## src/design/tlp_regs.svh

```systemverilog
`ifndef TLP_REGS_SVH
`define TLP_REGS_SVH

// register byte offsets
`define TLP_CTRL_OFS        8'h00
`define TLP_STATUS_OFS      8'h04
`define TLP_INT_STATUS_OFS  8'h08
`define TLP_INT_MASK_OFS    8'h0c

// control register fields
`define TLP_CTRL_UNIPOLAR   0
`define TLP_CTRL_QRSS       1
`define TLP_CTRL_EDGE_SEL   2
`define TLP_CTRL_LOOP_LO    3
`define TLP_CTRL_LOOP_HI    4
`define TLP_CTRL_W          5
`define TLP_CTRL_RESET      5'h00

// status register fields
`define TLP_STAT_TXCLK_OK   0
`define TLP_STAT_LOS        1
`define TLP_STAT_RXC_MCLK   2

// interrupt status / mask fields
`define TLP_INT_LER         0
`define TLP_INT_VIO         1
`define TLP_INT_RXVIO       2
`define TLP_INT_LOS         3
`define TLP_INT_TXCLK       4
`define TLP_INT_W           5
`define TLP_INT_MASK_RESET  5'h00

// bus responses
`define TLP_RESP_OKAY       2'b00
`define TLP_RESP_SLVERR     2'b10

// synchroniser slots
`define TLP_NSYNC           11
`define TLP_SI_TRANSMIT_CLOCK         0
`define TLP_SI_MCLK         1
`define TLP_SI_LCLK         2
`define TLP_SI_TX_POSITIVE_RAIL         3
`define TLP_SI_TX_NEGATIVE_RAIL         4
`define TLP_SI_LER          5
`define TLP_SI_VIO          6
`define TLP_SI_LPOS         7
`define TLP_SI_LNEG         8
`define TLP_SI_LOS          9
`define TLP_SI_FLOAT        10

// test pattern generator, x^20 + x^17 + 1
`define TLP_PRBS_SEED       20'hfffff
`define TLP_PRBS_TAP_A      19
`define TLP_PRBS_TAP_B      16

// timing
`define TLP_CLK_NS          10
`define TLP_TXCLK_LOSS_NS   2000
`define TLP_TXCLK_LOSS_CYC  ((`TLP_TXCLK_LOSS_NS + `TLP_CLK_NS - 1) / `TLP_CLK_NS)
`define TLP_CNT_W           16

`endif

```

## src/design/tlp_pkg.sv

```systemverilog
`include "tlp_regs.svh"

package tlp_pkg;

   typedef enum logic [1:0] {
      tlp_lb_none,
      tlp_lb_local,
      tlp_lb_remote,
      tlp_lb_rsvd
   } tlp_loop_t;

   typedef struct packed {
      logic [`TLP_NSYNC-1:0]  s1;
      logic [`TLP_NSYNC-1:0]  s2;
      logic [`TLP_NSYNC-1:0]  s3;
      logic [`TLP_CNT_W-1:0]  idle_cnt;
      logic                   tx_clk_ok;
      logic                   ler_prev;
      logic                   vio_prev;
      logic [19:0]            prbs;
      logic                   last_pol;
      logic                   line_p;
      logic                   line_n;
      logic                   rx_sym_p;
      logic                   rx_sym_n;
      logic                   rx_mark_seen;
      logic                   rx_last_pol;
      logic                   rx_vio;
      logic                   los_prev;
      logic                   rxc_sel;
      logic                   rxc_out;
      logic                   rx_pos_out;
      logic                   rx_neg_out;
      logic                   rx_vio_out;
      logic                   pins_oe;
      logic [`TLP_CTRL_W-1:0] ctrl;
      logic [`TLP_INT_W-1:0]  ists;
      logic [`TLP_INT_W-1:0]  mask;
      logic                   irq;
      logic                   aw_full;
      logic                   w_full;
      logic [7:0]             awaddr;
      logic [`TLP_CTRL_W-1:0] wdata;
      logic                   wstrb0;
      logic                   bvalid;
      logic [1:0]             bresp;
      logic                   rvalid;
      logic [1:0]             rresp;
      logic [`TLP_CTRL_W-1:0] rdata;
   } tlp_state_t;

endpackage : tlp_pkg

```

## src/design/tlp_line_port.sv

```systemverilog
// What this block does
// - bipolar rails sampled on transmit or master fall
// - unipolar data taken from positive rail
// - each error-input rise flips one pattern bit unless a violation replaces that bit
// - pattern error follows active loopback path
// - error input sampled on transmit/master falling edge
// - violation input sampled on transmit/master falling edge
// - one violation per rise of violation input in unipolar or test mode
// - test mode puts violations into pattern
// - floating strobe pin clears the output enable pins_oe
// - bipolar receive rails mirror line pulse polarity
// - edge select picks stable recovered clock edge
// - unipolar violation flag valid at rising edge
// - unipolar receive data on single rail
// - recovered clock output aligned with receive data
// - glitch-free switch to master clock on loss
`include "tlp_regs.svh"

module tlp_line_port #(
   parameter int TXCLK_LOSS_CYC = `TLP_TXCLK_LOSS_CYC
) (
   input  wire logic        aclk,
   input  wire logic        aresetn,
   input  wire logic        transmit_clock,
   input  wire logic        master_clock,
   input  wire logic        tx_positive_rail,
   input  wire logic        tx_negative_rail,
   input  wire logic        insert_logic_error_in,
   input  wire logic        insert_violation_in,
   input  wire logic        line_rx_clock,
   input  wire logic        line_rx_pos,
   input  wire logic        line_rx_neg,
   input  wire logic        loss_of_signal,
   input  wire logic        address_latch_strobe_float,
   output logic             line_tx_pos,
   output logic             line_tx_neg,
   output logic             rx_positive_rail,
   output logic             rx_negative_rail,
   output logic             rx_violation_flag,
   output logic             recovered_clock,
   output logic             pins_oe,
   output logic             irq,
   input  wire logic [7:0]  s_axi_awaddr,
   input  wire logic        s_axi_awvalid,
   output logic             s_axi_awready,
   input  wire logic [31:0] s_axi_wdata,
   input  wire logic [3:0]  s_axi_wstrb,
   input  wire logic        s_axi_wvalid,
   output logic             s_axi_wready,
   output logic [1:0]       s_axi_bresp,
   output logic             s_axi_bvalid,
   input  wire logic        s_axi_bready,
   input  wire logic [7:0]  s_axi_araddr,
   input  wire logic        s_axi_arvalid,
   output logic             s_axi_arready,
   output logic [31:0]      s_axi_rdata,
   output logic [1:0]       s_axi_rresp,
   output logic             s_axi_rvalid,
   input  wire logic        s_axi_rready
);
   import tlp_pkg::*;

   if (TXCLK_LOSS_CYC < 2 || TXCLK_LOSS_CYC >= (1 << `TLP_CNT_W)) begin : g_chk
      $error("TXCLK_LOSS_CYC out of range");
   end

   tlp_state_t r;
   tlp_state_t n;

   logic [`TLP_NSYNC-1:0] rise;
   logic [`TLP_NSYNC-1:0] fall;
   logic                  uni;
   logic                  qrss;
   logic                  edge_sel;
   tlp_loop_t             loop;
   logic                  tx_edge;
   logic                  ler_ev;
   logic                  vio_ev;
   logic                  tbit;
   logic                  tsp;
   logic                  tsn;
   logic                  rx_from_tx;
   logic                  rx_take;
   logic                  rp_in;
   logic                  rn_in;
   logic                  viol;
   logic                  want_mclk;
   logic                  src;
   logic                  rxc_rise;
   logic                  rxc_fall;
   logic [`TLP_INT_W-1:0] set;
   logic [`TLP_INT_W-1:0] clr;

   always_comb begin
      n = r;
      set = '0;
      clr = '0;
      uni = r.ctrl[`TLP_CTRL_UNIPOLAR];
      qrss = r.ctrl[`TLP_CTRL_QRSS];
      edge_sel = r.ctrl[`TLP_CTRL_EDGE_SEL];
      loop = tlp_loop_t'(r.ctrl[`TLP_CTRL_LOOP_HI:`TLP_CTRL_LOOP_LO]);

      // pin synchronisers, edges seen between stage two and three
      n.s1 = {address_latch_strobe_float, loss_of_signal, line_rx_neg, line_rx_pos, insert_violation_in,
              insert_logic_error_in, tx_negative_rail, tx_positive_rail, line_rx_clock, master_clock,
              transmit_clock};
      n.s2 = r.s1;
      n.s3 = r.s2;
      rise = r.s2 & ~r.s3;
      fall = ~r.s2 & r.s3;

      // transmit clock activity watchdog
      if (rise[`TLP_SI_TRANSMIT_CLOCK] | fall[`TLP_SI_TRANSMIT_CLOCK]) begin
         n.idle_cnt = '0;
         n.tx_clk_ok = 1'b1;
      end else if (r.idle_cnt == `TLP_CNT_W'(TXCLK_LOSS_CYC - 1)) begin
         n.tx_clk_ok = 1'b0;
      end else begin
         n.idle_cnt = r.idle_cnt + `TLP_CNT_W'(1);
      end
      if (n.tx_clk_ok != r.tx_clk_ok) begin
         set[`TLP_INT_TXCLK] = 1'b1;
      end

      // one sampling edge for every transmit-side input
      tx_edge = r.tx_clk_ok ? fall[`TLP_SI_TRANSMIT_CLOCK] : fall[`TLP_SI_MCLK];

      ler_ev = 1'b0;
      vio_ev = 1'b0;
      tbit = 1'b0;
      tsp = r.line_p;
      tsn = r.line_n;
      if (tx_edge) begin
         ler_ev = qrss & r.s2[`TLP_SI_LER] & ~r.ler_prev;
         vio_ev = (uni | qrss) & r.s2[`TLP_SI_VIO] & ~r.vio_prev;
         n.ler_prev = r.s2[`TLP_SI_LER];
         n.vio_prev = r.s2[`TLP_SI_VIO];
         if (qrss) begin
            tbit = r.prbs[`TLP_PRBS_TAP_A] ^ ler_ev;
            n.prbs = {r.prbs[18:0], r.prbs[`TLP_PRBS_TAP_A] ^ r.prbs[`TLP_PRBS_TAP_B]};
         end else begin
            tbit = r.s2[`TLP_SI_TX_POSITIVE_RAIL];
         end
         if (!uni && !qrss) begin
            tsp = r.s2[`TLP_SI_TX_POSITIVE_RAIL];
            tsn = r.s2[`TLP_SI_TX_NEGATIVE_RAIL];
         end else if (vio_ev) begin
            // repeat last polarity, into the pattern when in test mode
            tsp = r.last_pol;
            tsn = ~r.last_pol;
         end else if (tbit) begin
            tsp = ~r.last_pol;
            tsn = r.last_pol;
            n.last_pol = ~r.last_pol;
         end else begin
            tsp = 1'b0;
            tsn = 1'b0;
         end
         if (loop == tlp_lb_remote) begin
            n.line_p = r.rx_sym_p;
            n.line_n = r.rx_sym_n;
         end else begin
            n.line_p = tsp;
            n.line_n = tsn;
         end
      end
      if (ler_ev) begin
         set[`TLP_INT_LER] = 1'b1;
      end
      if (vio_ev) begin
         set[`TLP_INT_VIO] = 1'b1;
      end

      // receive symbol capture; pattern goes where the loopback routes it
      rx_from_tx = (loop == tlp_lb_local) | ((loop == tlp_lb_remote) & qrss);
      rx_take = rx_from_tx ? tx_edge : (rise[`TLP_SI_LCLK] & ~r.s2[`TLP_SI_LOS]);
      rp_in = rx_from_tx ? tsp : r.s2[`TLP_SI_LPOS];
      rn_in = rx_from_tx ? tsn : r.s2[`TLP_SI_LNEG];
      viol = 1'b0;
      if (rx_take) begin
         n.rx_sym_p = rp_in;
         n.rx_sym_n = rn_in;
         if (rp_in ^ rn_in) begin
            viol = r.rx_mark_seen & (rp_in == r.rx_last_pol);
            n.rx_last_pol = rp_in;
            n.rx_mark_seen = 1'b1;
         end
         n.rx_vio = viol;
      end else if (r.s2[`TLP_SI_LOS] && !rx_from_tx) begin
         n.rx_sym_p = 1'b0;
         n.rx_sym_n = 1'b0;
         n.rx_vio = 1'b0;
      end
      if (viol) begin
         set[`TLP_INT_RXVIO] = 1'b1;
      end
      n.los_prev = r.s2[`TLP_SI_LOS];
      if (r.s2[`TLP_SI_LOS] != r.los_prev) begin
         set[`TLP_INT_LOS] = 1'b1;
      end

      // recovered clock; source swapped only while output is low, at a fall of the new source
      want_mclk = r.s2[`TLP_SI_LOS] | rx_from_tx;
      src = r.rxc_sel ? r.s2[`TLP_SI_MCLK] : r.s2[`TLP_SI_LCLK];
      if (r.rxc_sel != want_mclk && !r.rxc_out) begin
         // held low until the hand-over, so no runt low phase follows it
         src = 1'b0;
         if (want_mclk ? fall[`TLP_SI_MCLK] : fall[`TLP_SI_LCLK]) begin
            n.rxc_sel = want_mclk;
         end
      end
      n.rxc_out = src;
      rxc_rise = src & ~r.rxc_out;
      rxc_fall = ~src & r.rxc_out;

      // data change on the edge opposite to the one it is valid on
      if (edge_sel ? rxc_rise : rxc_fall) begin
         if (uni) begin
            n.rx_pos_out = r.rx_sym_p | r.rx_sym_n;
            n.rx_neg_out = 1'b0;
         end else begin
            n.rx_pos_out = r.rx_sym_p;
            n.rx_neg_out = r.rx_sym_n;
         end
      end
      if (rxc_fall) begin
         n.rx_vio_out = uni & r.rx_vio;
      end

      n.pins_oe = ~r.s2[`TLP_SI_FLOAT];

      // axi4-lite read
      if (r.rvalid && s_axi_rready) begin
         n.rvalid = 1'b0;
      end
      if (s_axi_arvalid && !r.rvalid) begin
         n.rvalid = 1'b1;
         n.rresp = `TLP_RESP_OKAY;
         n.rdata = '0;
         case (s_axi_araddr)
            `TLP_CTRL_OFS: n.rdata = r.ctrl;
            `TLP_STATUS_OFS: begin
               n.rdata[`TLP_STAT_TXCLK_OK] = r.tx_clk_ok;
               n.rdata[`TLP_STAT_LOS] = r.s2[`TLP_SI_LOS];
               n.rdata[`TLP_STAT_RXC_MCLK] = r.rxc_sel;
            end
            `TLP_INT_STATUS_OFS: begin
               n.rdata = r.ists;
               clr = r.ists;
            end
            `TLP_INT_MASK_OFS: n.rdata = r.mask;
            default: n.rresp = `TLP_RESP_SLVERR;
         endcase
      end

      // axi4-lite write, address and data in either order
      if (r.bvalid && s_axi_bready) begin
         n.bvalid = 1'b0;
      end
      if (s_axi_awvalid && !r.aw_full && !r.bvalid) begin
         n.aw_full = 1'b1;
         n.awaddr = s_axi_awaddr;
      end
      if (s_axi_wvalid && !r.w_full && !r.bvalid) begin
         n.w_full = 1'b1;
         n.wdata = s_axi_wdata[`TLP_CTRL_W-1:0];
         n.wstrb0 = s_axi_wstrb[0];
      end
      if (r.aw_full && r.w_full && !r.bvalid) begin
         n.aw_full = 1'b0;
         n.w_full = 1'b0;
         n.bvalid = 1'b1;
         n.bresp = `TLP_RESP_OKAY;
         case (r.awaddr)
            `TLP_CTRL_OFS: begin
               if (r.wstrb0) begin
                  n.ctrl = r.wdata;
               end
            end
            `TLP_INT_MASK_OFS: begin
               if (r.wstrb0) begin
                  n.mask = r.wdata;
               end
            end
            `TLP_STATUS_OFS, `TLP_INT_STATUS_OFS: n.bresp = `TLP_RESP_OKAY;
            default: n.bresp = `TLP_RESP_SLVERR;
         endcase
      end

      // new events win over a clearing read
      n.ists = (r.ists & ~clr) | set;
      n.irq = |(n.ists & n.mask);
   end

   always_ff @(posedge aclk) begin
      if (!aresetn) begin
         r <= '0;
         r.prbs <= `TLP_PRBS_SEED;
         r.ctrl <= `TLP_CTRL_RESET;
         r.mask <= `TLP_INT_MASK_RESET;
      end else begin
         r <= n;
      end
   end

   assign line_tx_pos       = r.line_p;
   assign line_tx_neg       = r.line_n;
   assign rx_positive_rail  = r.rx_pos_out;
   assign rx_negative_rail  = r.rx_neg_out;
   assign rx_violation_flag = r.rx_vio_out;
   assign recovered_clock   = r.rxc_out;
   assign pins_oe           = r.pins_oe;
   assign irq               = r.irq;
   assign s_axi_awready     = ~r.aw_full & ~r.bvalid;
   assign s_axi_wready      = ~r.w_full & ~r.bvalid;
   assign s_axi_bvalid      = r.bvalid;
   assign s_axi_bresp       = r.bresp;
   assign s_axi_arready     = ~r.rvalid;
   assign s_axi_rvalid      = r.rvalid;
   assign s_axi_rresp       = r.rresp;
   assign s_axi_rdata       = {{(32 - `TLP_CTRL_W){1'b0}}, r.rdata};

endmodule : tlp_line_port

```

## config.mk

```make
export PLATFORM = sky130hd
export DESIGN_NAME = tlp_line_port
export DESIGN_NICKNAME = d
export VERILOG_FILES = /design/src/design/tlp_pkg.sv /design/src/design/tlp_line_port.sv
export VERILOG_INCLUDE_DIRS = /design/src /design/src/design
export SDC_FILE = /design/constraint.sdc
export NUM_CORES = 1
export LEC_CHECK = 0
export ABC_AREA = 1
export BUFFER_PORTS_ARGS = -buffer_cell sky130_fd_sc_hd__buf_4
export CORE_MARGIN = 4
export CORE_UTILIZATION = 25
export CTS_CLUSTER_DIAMETER = 100
export DETAILED_ROUTE_END_ITERATION = 6
export GPL_TIMING_DRIVEN = 1
export HOLD_SLACK_MARGIN = 0.02
export PLACE_DENSITY = 0.48
export SETUP_SLACK_MARGIN = 0.02
export SLEW_MARGIN = 20
export SYNTH_ARGS = -nofsm -noshare
export SYNTH_HDL_FRONTEND = slang
export SYNTH_SLANG_ARGS = --single-unit
```

## constraint.sdc

```tcl
create_clock -name aclk -period 3.76 [get_ports aclk]
set_clock_uncertainty 0.05 [all_clocks]
set_input_delay 0.752 -clock aclk [delete_from_list [all_inputs] [get_ports aclk]]
set_output_delay 0.752 -clock aclk [all_outputs]
set_load 0.03 [all_outputs]
```

Word level (Yosys, flattened, before mapping). Cells that the tools add are included.

Logic and storage cells: 176. Output and inout bits: 49. Register bits: 122.

Bitwise gates (word level): 42. Reductions and logical operators: 35. Equal/unequal tests: 13. Muxes and demuxes: 48. Add/sub/neg operators: 1.

Operator list (number): two-way mux 1 bit (33); equality test 8 x 4 -> 1 bit, second input constant (4); two-way mux 5 bit (5); adder 16 x 1 -> 16 bit, second input constant (1); equality test 16 x 8 -> 1 bit, second input constant (1); equality test 8 x 3 -> 1 bit, second input constant (2); logical NOT 8 bit (2); inverter 1 bit (14); bitwise AND 1 bit (12); logical AND 1 bit (12); two-way mux 2 bit (6); case mux 3 bit (4 select lines) (1); bitwise AND 5 bit (2); logical NOT 1 bit (8); two-way mux 8 bit (1); OR reduction 4 bit (2); bitwise AND 3 bit (2); inverter 3 bit (2); case mux 2 bit (3 select lines) (1); AND reduction 2 bit (3); nonzero test 2 bit (3); inverter 5 bit (1); OR 1 bit (5); OR 5 bit (1); 10 further kinds (15).

Longest topological paths before layout. Gate-level depths: netlist (run 1).

Depth in word-level cells: 18. Mapped depth: 19. Mapped depth without buffers: 19.

Worst setup path after synthesis (run 1). OpenSTA, ideal clock, no wires.

Path type: input -> register. Start: input s_axi_araddr[1]. End: register r, in the netlist irq. Arrival: 1.913 ns. Cell stages on the path: 11. Path slack: 1.684 ns. Setup time: 0.112 ns. Buffers on the path: 0. Cells stage by stage: or2_2 > nor2_1 > nand3_1 > nor2_1 > inv_1 > a22oi_1 > nand2_1 > nand2_1 > nand3_1 > nand2_1 > nand2_1.

Longest elaborated chain between the ends: 8.

Ends and longest elaborated chain: start: declaration (line tlp_line_port.sv:53) `input wire logic [7:0] s_axi_araddr,`; equality test 8 x 4 -> 1 bit (line tlp_line_port.sv:240) `case (s_axi_araddr)`; two-way mux 5 bit (line tlp_line_port.sv:240); two-way mux 5 bit (line tlp_line_port.sv:236) `if (s_axi_arvalid && !r.rvalid) begin`; inverter 5 bit (line tlp_line_port.sv:291) `n.ists = (r.ists & ~clr) | set;`; bitwise AND 5 bit (line tlp_line_port.sv:291); OR 5 bit (line tlp_line_port.sv:291); bitwise AND 5 bit (line tlp_line_port.sv:292) `n.irq = |(n.ists & n.mask);`; OR reduction 5 bit (line tlp_line_port.sv:292); end signal: assignment (line tlp_line_port.sv:302) `r <= n;`; end: declaration (line tlp_line_port.sv:67) `tlp_state_t r;`.

Every way passes these cells. A chain may end at the register's enable or synchronous reset.

Worst setup path in the final report (run 1).
Start: register r, in the netlist n[97]. End: register r, in the netlist irq.

Longest elaborated chain between the ends: 13.

Ends and longest elaborated chain: inverter 3 bit (line tlp_line_port.sv:110) `fall = ~r.s2 & r.s3;`; bitwise AND 3 bit (line tlp_line_port.sv:110); two-way mux 1 bit (line tlp_line_port.sv:126) `` tx_edge = r.tx_clk_ok ? fall[`TLP_SI_TRANSMIT_CLOCK] : fall[`TLP_SI_MCLK]; ``; two-way mux 1 bit (line tlp_line_port.sv:133) `if (tx_edge) begin`; two-way mux 1 bit (line tlp_line_port.sv:177) `` rp_in = rx_from_tx ? tsp : r.s2[`TLP_SI_LPOS]; ``; equality test 1 bit (line tlp_line_port.sv:184) `viol = r.rx_mark_seen & (rp_in == r.rx_last_pol);`; bitwise AND 1 bit (line tlp_line_port.sv:184); two-way mux 1 bit (line tlp_line_port.sv:183) `if (rp_in ^ rn_in) begin`; two-way mux 1 bit (line tlp_line_port.sv:180) `if (rx_take) begin`; two-way mux 1 bit (line tlp_line_port.sv:194) `if (viol) begin`; OR 5 bit (*) (line tlp_line_port.sv:291); bitwise AND 5 bit (*) (line tlp_line_port.sv:292); OR reduction 5 bit (*) (line tlp_line_port.sv:292).

Mark *: on every way between the ends. The rest lies on a longest branch, timed or not.

==> results.txt, run 1 <==
Final-report setup violation count: 0
Area taken by multi-input logic gates: 2098 um^2
Final RePlAce weighted congestion: 0.7994
Overall die area: 22890 um^2
Data required time at the worst endpoint: 4010 ps
Sequential standard cell area: 2402 um^2
Number of pins exceeding their max-slew limit in the final report: 0
Final sum of negative setup slack: 0 ps
Pin count of the biggest net entering global routing: 44
DRC Markers: 0
Max stage delay on crit path: 320 ps
Final critical-path share of the clock period: 58.09%
CTS Sinks: 120
Endpoint of the worst hold path: pins_oe
CP Cell Sequence: inv_1 -> ha_1 -> or2_0 -> and2_4 -> inv_6 -> nor2_1 -> buf_4 -> inv_1 -> buf_4 -> o21ai_1 -> nand2_1 -> nand2_1 -> inv_1 -> nand3_1 -> nand2_1 -> nand2_1
Ratio of cells with drive above 1 in the final layout: 15.03%
Count of nets left with antenna violations after detail routing: 0
Critical-path maximum fanout: 21
Cells on Worst Hold Path: 1
Max H-tree Level: 4
Antenna violations before repair: 0
R2R Setup Slk: 1580 ps
Fill cell total of the finished layout: 2229
Netlist area before placement: 5134 um^2
Setup repair after global routing missed its margin: no
Number of rows created at floorplan: 52
Post-DP HPWL: 8183 um
Synth-to-Final Area Change: 21.35%
Number of post-CTS setup repair buffers: 0
Final core area utilization: 30.79%
Worst skew pair latency: 410 ps
Cts hold-fix bufs: 0
Hold crit path type: reg2reg
Net total in the final layout: 827
Power density cells: 479.7 nW/um^2
Root cell of the clock tree: clkbuf_16
Drt initial violations: 273
Endpoint kind of the worst setup timing path: register
Leakage power: 2.813 nW
Worst r2r path cells: 16
Average vias per placed instance: 4.004
Mean cell area of the mapped netlist: 7.365 um^2
Clock-pin transition on the worst setup and hold timing paths: 50 ps
Height of the die: 151.3 um
Maximum VDD drop: 256.5 uV
X dimension of the die: 151.3 um
Antenna diodes: 0
Reg-to-reg critical path endpoint: irq
Max clock buf depth: 2
Synth warnings: 0
CTS buffer count: 17
Final WL: 11240 um
Wire length of the first global-routing pass: 18710 um
Achievable frequency: 0.4578 GHz
Element type at the critical path start: register
Post-CTS Resized: 0
Final-layout worst hold slack: 328.5 ps
Most frequent cells in the layout: 164 x nand2_1, 120 x dfxtp_1, 98 x inv_1
Final critical delay including setup and external delays: 2184 ps
Portion of the post-synthesis area used by sequential elements: 46.80%
Cell count after synthesis: 697
Path type of the worst setup path: reg2reg
CTS tree: yes
Cell repeated most along the worst path: nand2_1
Effective utilization at floorplan: 25.37%
Cell family with most CP delay: simple AND/OR/NAND/NOR gates
Critical path buffer and inverter count: 6
Area inside the core boundary: 20230 um^2
Yosys reg bits: 120
Status: complete, no violations
Reg-to-Reg Start: n[97]
Count of vias placed by the detailed router: 4144
Number of different library cells in the post-synthesis netlist: 40
Input/output buffers: 59
Number of hold-slack violations in the final timing report: 0
Drt pass-1 iters: 4
Max-capacitance violation count: 0
Remaining Overflow, GRT: 0
Via count of the first global-routing pass: 3832
Hold Crit Start: n[107]
Most common cell after layout, fill and taps aside: nand2_1
Routed len/inst: 10.86 um
GRT Overall Usage: 10.40%
Arrival time reported for the critical path endpoint: 2430 ps
CP max-delay cell: dfxtp_1
Number of top-level pins: 119
Worst relative slew slack: 44.96%
Transition time at the pin with the least slew margin: 818.1 ps
-- state kept, by name, indices dropped and copies added, names as in the netlist, 2 cells and up --
signal / cells
n: 22
s_axi_rdata: 5
r: 77
loop: 2
-- cells by family after synthesis --
family | synth area share (%)
xor gates and xnor gates | 1.024
buffers and inverters | 14.38
adders and majority gates | 0.4874
and+or+nand+nor | 25.66
other | 0.07305
DFF | 46.79
AOI/OAI and AO/OA | 11.58
-- metrics by stage --
stage                     setup slack, ps  total power (W)  area [um^2]  cells
final                                1576         0.002988         6230   1035
after global routing                 1344         0.003129         6230   1035
after CTS                            1548         0.003039         6230   1035
after detailed placement             1303         0.001609         5714   1006
after global placement               1275         0.001607         5714   1006
after floorplan                      1684         0.001554         5239    725
-- report_power, final --
group / switching (W) / internal (W) / total, W
Combinational: 0.000161 / 0.0000787 / 0.000240
Clock: 0.000515 / 0.000893 / 0.00141
Sequential: 0.0000223 / 0.00132 / 0.00134
-- worst max path at each step --
stage,startpoint,end,slack [ps],depth (start not counted)
2_1_floorplan,s_axi_araddr[1],irq,1680,11
3_3_place_gp,s_axi_araddr[1],irq,1270,14
3_5_place_dp,s_axi_araddr[1],s_axi_rdata[1],1300,7
4_1_cts,n[97],irq,1550,16
5_1_grt,n[97],irq,1340,16
6_report,n[97],irq,1580,16
-- synth_stat cells --
library cell | n | area share (%)
nor4_2 | 2 | 0.49
o22ai_1 | 2 | 0.24
xor2_1 | 2 | 0.34
nand2_2 | 6 | 0.73
buf_4 | 36 | 5.3
inv_2 | 5 | 0.37
ha_1 | 2 | 0.49
conb_1 | 1 | 0.073
nor2_1 | 58 | 4.2
o21a_1 | 1 | 0.15
a21oi_1 | 49 | 4.8
dfxtp_1 | 120 | 47
and2_4 | 1 | 0.17
or2_0 | 2 | 0.24
nand4_1 | 4 | 0.49
o21ai_2 | 1 | 0.17
a31oi_1 | 3 | 0.37
o21ai_0 | 41 | 4.0
o2111ai_1 | 3 | 0.51
xnor2_1 | 4 | 0.68
o211ai_1 | 4 | 0.58
a22oi_1 | 1 | 0.15
nor4_1 | 8 | 0.97
clkbuf_1 | 14 | 1.0
nor3_2 | 1 | 0.19
nand2_4 | 1 | 0.22
nand3_1 | 33 | 3.2
a211oi_1 | 3 | 0.44
or2_2 | 5 | 0.61
nor2_4 | 1 | 0.22
buf_1 | 1 | 0.073
nand2_1 | 164 | 12
buf_6 | 1 | 0.22
nor3_1 | 13 | 1.3
o21ai_1 | 2 | 0.19
buf_2 | 1 | 0.097
nand3_2 | 1 | 0.19
inv_6 | 1 | 0.17
inv_1 | 98 | 7.2
nor4_4 | 1 | 0.41
-- metal layers --
metal	vias to the layer above	GRT usage [%]	part of all wire, %
li1	2262	-	-
met1	1769	14.34	52
met2	96	14.76	40
met3	17	3.651	6.8
met4	0	4.125	1.8
met5	-	0	0
-- area by class of cell --
type / count / share of cell area, %
Clock buffer: 25 / 7.953
Clock inverter: 4 / 0.3213
Inverter: 104 / 6.347
Multi-Input combinational cell: 448 / 33.68
Sequential cell: 120 / 38.56
Tap cell: 270 / 5.423
Timing Repair Buffer: 64 / 7.712
Power figures use the tool's default switching activity.
==> inputs of run 2 (changes only) <==
- PLACE_DENSITY: 0.48 -> 0.5
- clock period: 3.76 -> 1.8 ns (I/O delays scaled with it)
==> results.txt, run 2 (same netlist as run 1, synthesis figures left out) <==
Status: finished with violations
Violations in the final reports: negative setup slack
Ratio of cells with drive above 1 in the final layout: 26.58%
Effective utilization at floorplan: 25.37%
Average vias per placed instance: 4.057
Max stage delay on crit path: 360 ps
Max clock buf depth: 2
Antenna diodes: 0
Input/output buffers: 59
Number of pins exceeding their max-slew limit in the final report: 0
Wire length of the first global-routing pass: 20010 um
Data required time at the worst endpoint: 2090 ps
Clock group share of total power: 51.3%
Height of the die: 151.3 um
DRC Markers: 0
Number of top-level pins: 119
Antenna violations before repair: 0
CP Cell Sequence: inv_2 -> ha_2 -> or2_0 -> and2_4 -> nor2_4 -> inv_2 -> nand2_2 -> o21ai_2 -> nand2_2 -> nand2_2 -> buf_4 -> buf_6 -> buf_4 -> a21oi_2
Final critical-path share of the clock period: 103.6%
Most frequent cells in the layout: 151 x nand2_1, 114 x dfxtp_1, 112 x buf_4
Max-capacitance violation count: 0
Final critical delay including setup and external delays: 1865 ps
Element type at the critical path start: register
Most common cell after layout, fill and taps aside: nand2_1
Final WL: 12090 um
Count of nets left with antenna violations after detail routing: 0
Post-DP HPWL: 8865 um
Count of vias placed by the detailed router: 4438
Drt initial violations: 234
Final-report setup violation count: 6
Cell repeated most along the worst path: nand2_2
Max reg flops: 77
Number of hold-slack violations in the final timing report: 0
Power density cells: 991.7 nW/um^2
Fill cell total of the finished layout: 2148
CTS buffer count: 17
Switching power of the nets: 0.001602 W
Endpoint kind of the worst setup timing path: register
Sequential standard cell area: 2415 um^2
Pin count of the biggest net entering global routing: 51
Final RePlAce weighted congestion: 0.7889
Standard cell area after detailed placement: 6107 um^2
Setup repair after global routing missed its margin: yes
Number of rows created at floorplan: 52
Share of power burned in combinational logic: 8.5%
Arrival time reported for the critical path endpoint: 2160 ps
Path type of the worst setup path: reg2reg
Clock-pin transition on the worst setup and hold timing paths: 60 ps
Hold crit path type: in2reg
GRT Overall Usage: 11.01%
Achievable frequency: 0.5361 GHz
Remaining Overflow, GRT: 0
Area taken by multi-input logic gates: 2277 um^2
X dimension of the die: 151.3 um
CP max-delay cell: dfxtp_4
Maximum VDD drop: 591.8 uV
Post-layout instance area: 7022 um^2
Critical-path maximum fanout: 6
CTS Sinks: 120
Drt pass-1 iters: 4
Worst skew pair latency: 410 ps
Final core area utilization: 34.70%
Max H-tree Level: 4
Routed len/inst: 11.05 um
Part of the power in registers: 40.1%
Leakage power: 3.230 nW
Via count of the first global-routing pass: 4109
Overall die area: 22890 um^2
Synth-to-Final Area Change: 36.78%
Cell-internal power: 0.005361 W
Net total in the final layout: 884
Root cell of the clock tree: clkbuf_16
Post-route worst setup slack: -65.39 ps
Total power after layout: 0.006963 W
Switching share of power: 23.00%
Register with the highest flop count: r
Area inside the core boundary: 20230 um^2
CTS tree: yes
==> run 2: changes by cell type in the layout (fill, tap and decap cells not counted), moves of 5 or more <==
cell	before	now
buf_4	64	112
nand2_1	164	151
nand2_2	6	18
buf_6	0	6
dfxtp_1	120	114
a21oi_1	49	44
a21oi_2	0	5
o21ai_0	41	36
==> run 2: power by group through the flow <==
stage | clock network [W] | registers (W) | logic, W
final | 0.00357 | 0.00280 | 0.000595
after global placement | 0 | 0.00285 | 0.000566
after global routing | 0.00378 | 0.00280 | 0.000665
after floorplan | 0 | 0.00285 | 0.000392
after detailed placement | 0 | 0.00285 | 0.000570
after CTS | 0.00365 | 0.00280 | 0.000577
==> run 2: path summary, 6_finish.rpt <==
kind,startpoint,endpoint,slack (ps),cells after the start
worst min register to register,n[107],pins_oe,340,1
worst min-delay path,master_clock,n[109],80,3
worst max-delay path,n[97],r[53],-70,14
worst max register to register,n[97],r[53],-70,14
==> run 2: final cells by class <==
class	count	area share, %
clock buffer	20	6.504
multi-input combinational	448	32.43
clock inverter	11	2.441
timing repair buffer	121	13.79
tap	270	4.811
sequential	120	34.39
inverter	104	5.631
==> run 2: critical path, delay by kind of cell, from the launching register on <==
kind	cells	cell delay [ps]
buffers and inverters	5	420
AO/OA/AOI/OAI	2	160
flip-flops	1	360
adder cells (fa/ha/maj)	1	140
AND/OR/NAND/NOR	6	660
==> run 2: layer usage <==
metal	global-route usage, %	vias up	wire [um]
li1	-	2373	-
met1	15.21	1972	6132
met3	3.800	6	606
met5	0	-	0
met2	16.25	87	5246
met4	3.128	0	108
==> run 2: through the flow <==
stage	hold WS, ps	setup WS, ps	cells	TNS, ps
final	79.59	-65.39	1094	-203.1
after global routing	68.47	-190.6	1094	-1164
after CTS	61.52	-81.99	1088	-198.8
after detailed placement	328.1	-150.9	1055	-814.6
after global placement	321.3	-187.5	1055	-850.0
after floorplan	318.2	29.43	725	0
==> run 2: timing repair <==
action                                  CTS  global route
setup buffers                             2             6
resized for setup                        15            54
hold buffers                              0             0
endpoints found under the setup margin   14            35
pin swaps                                 6            17
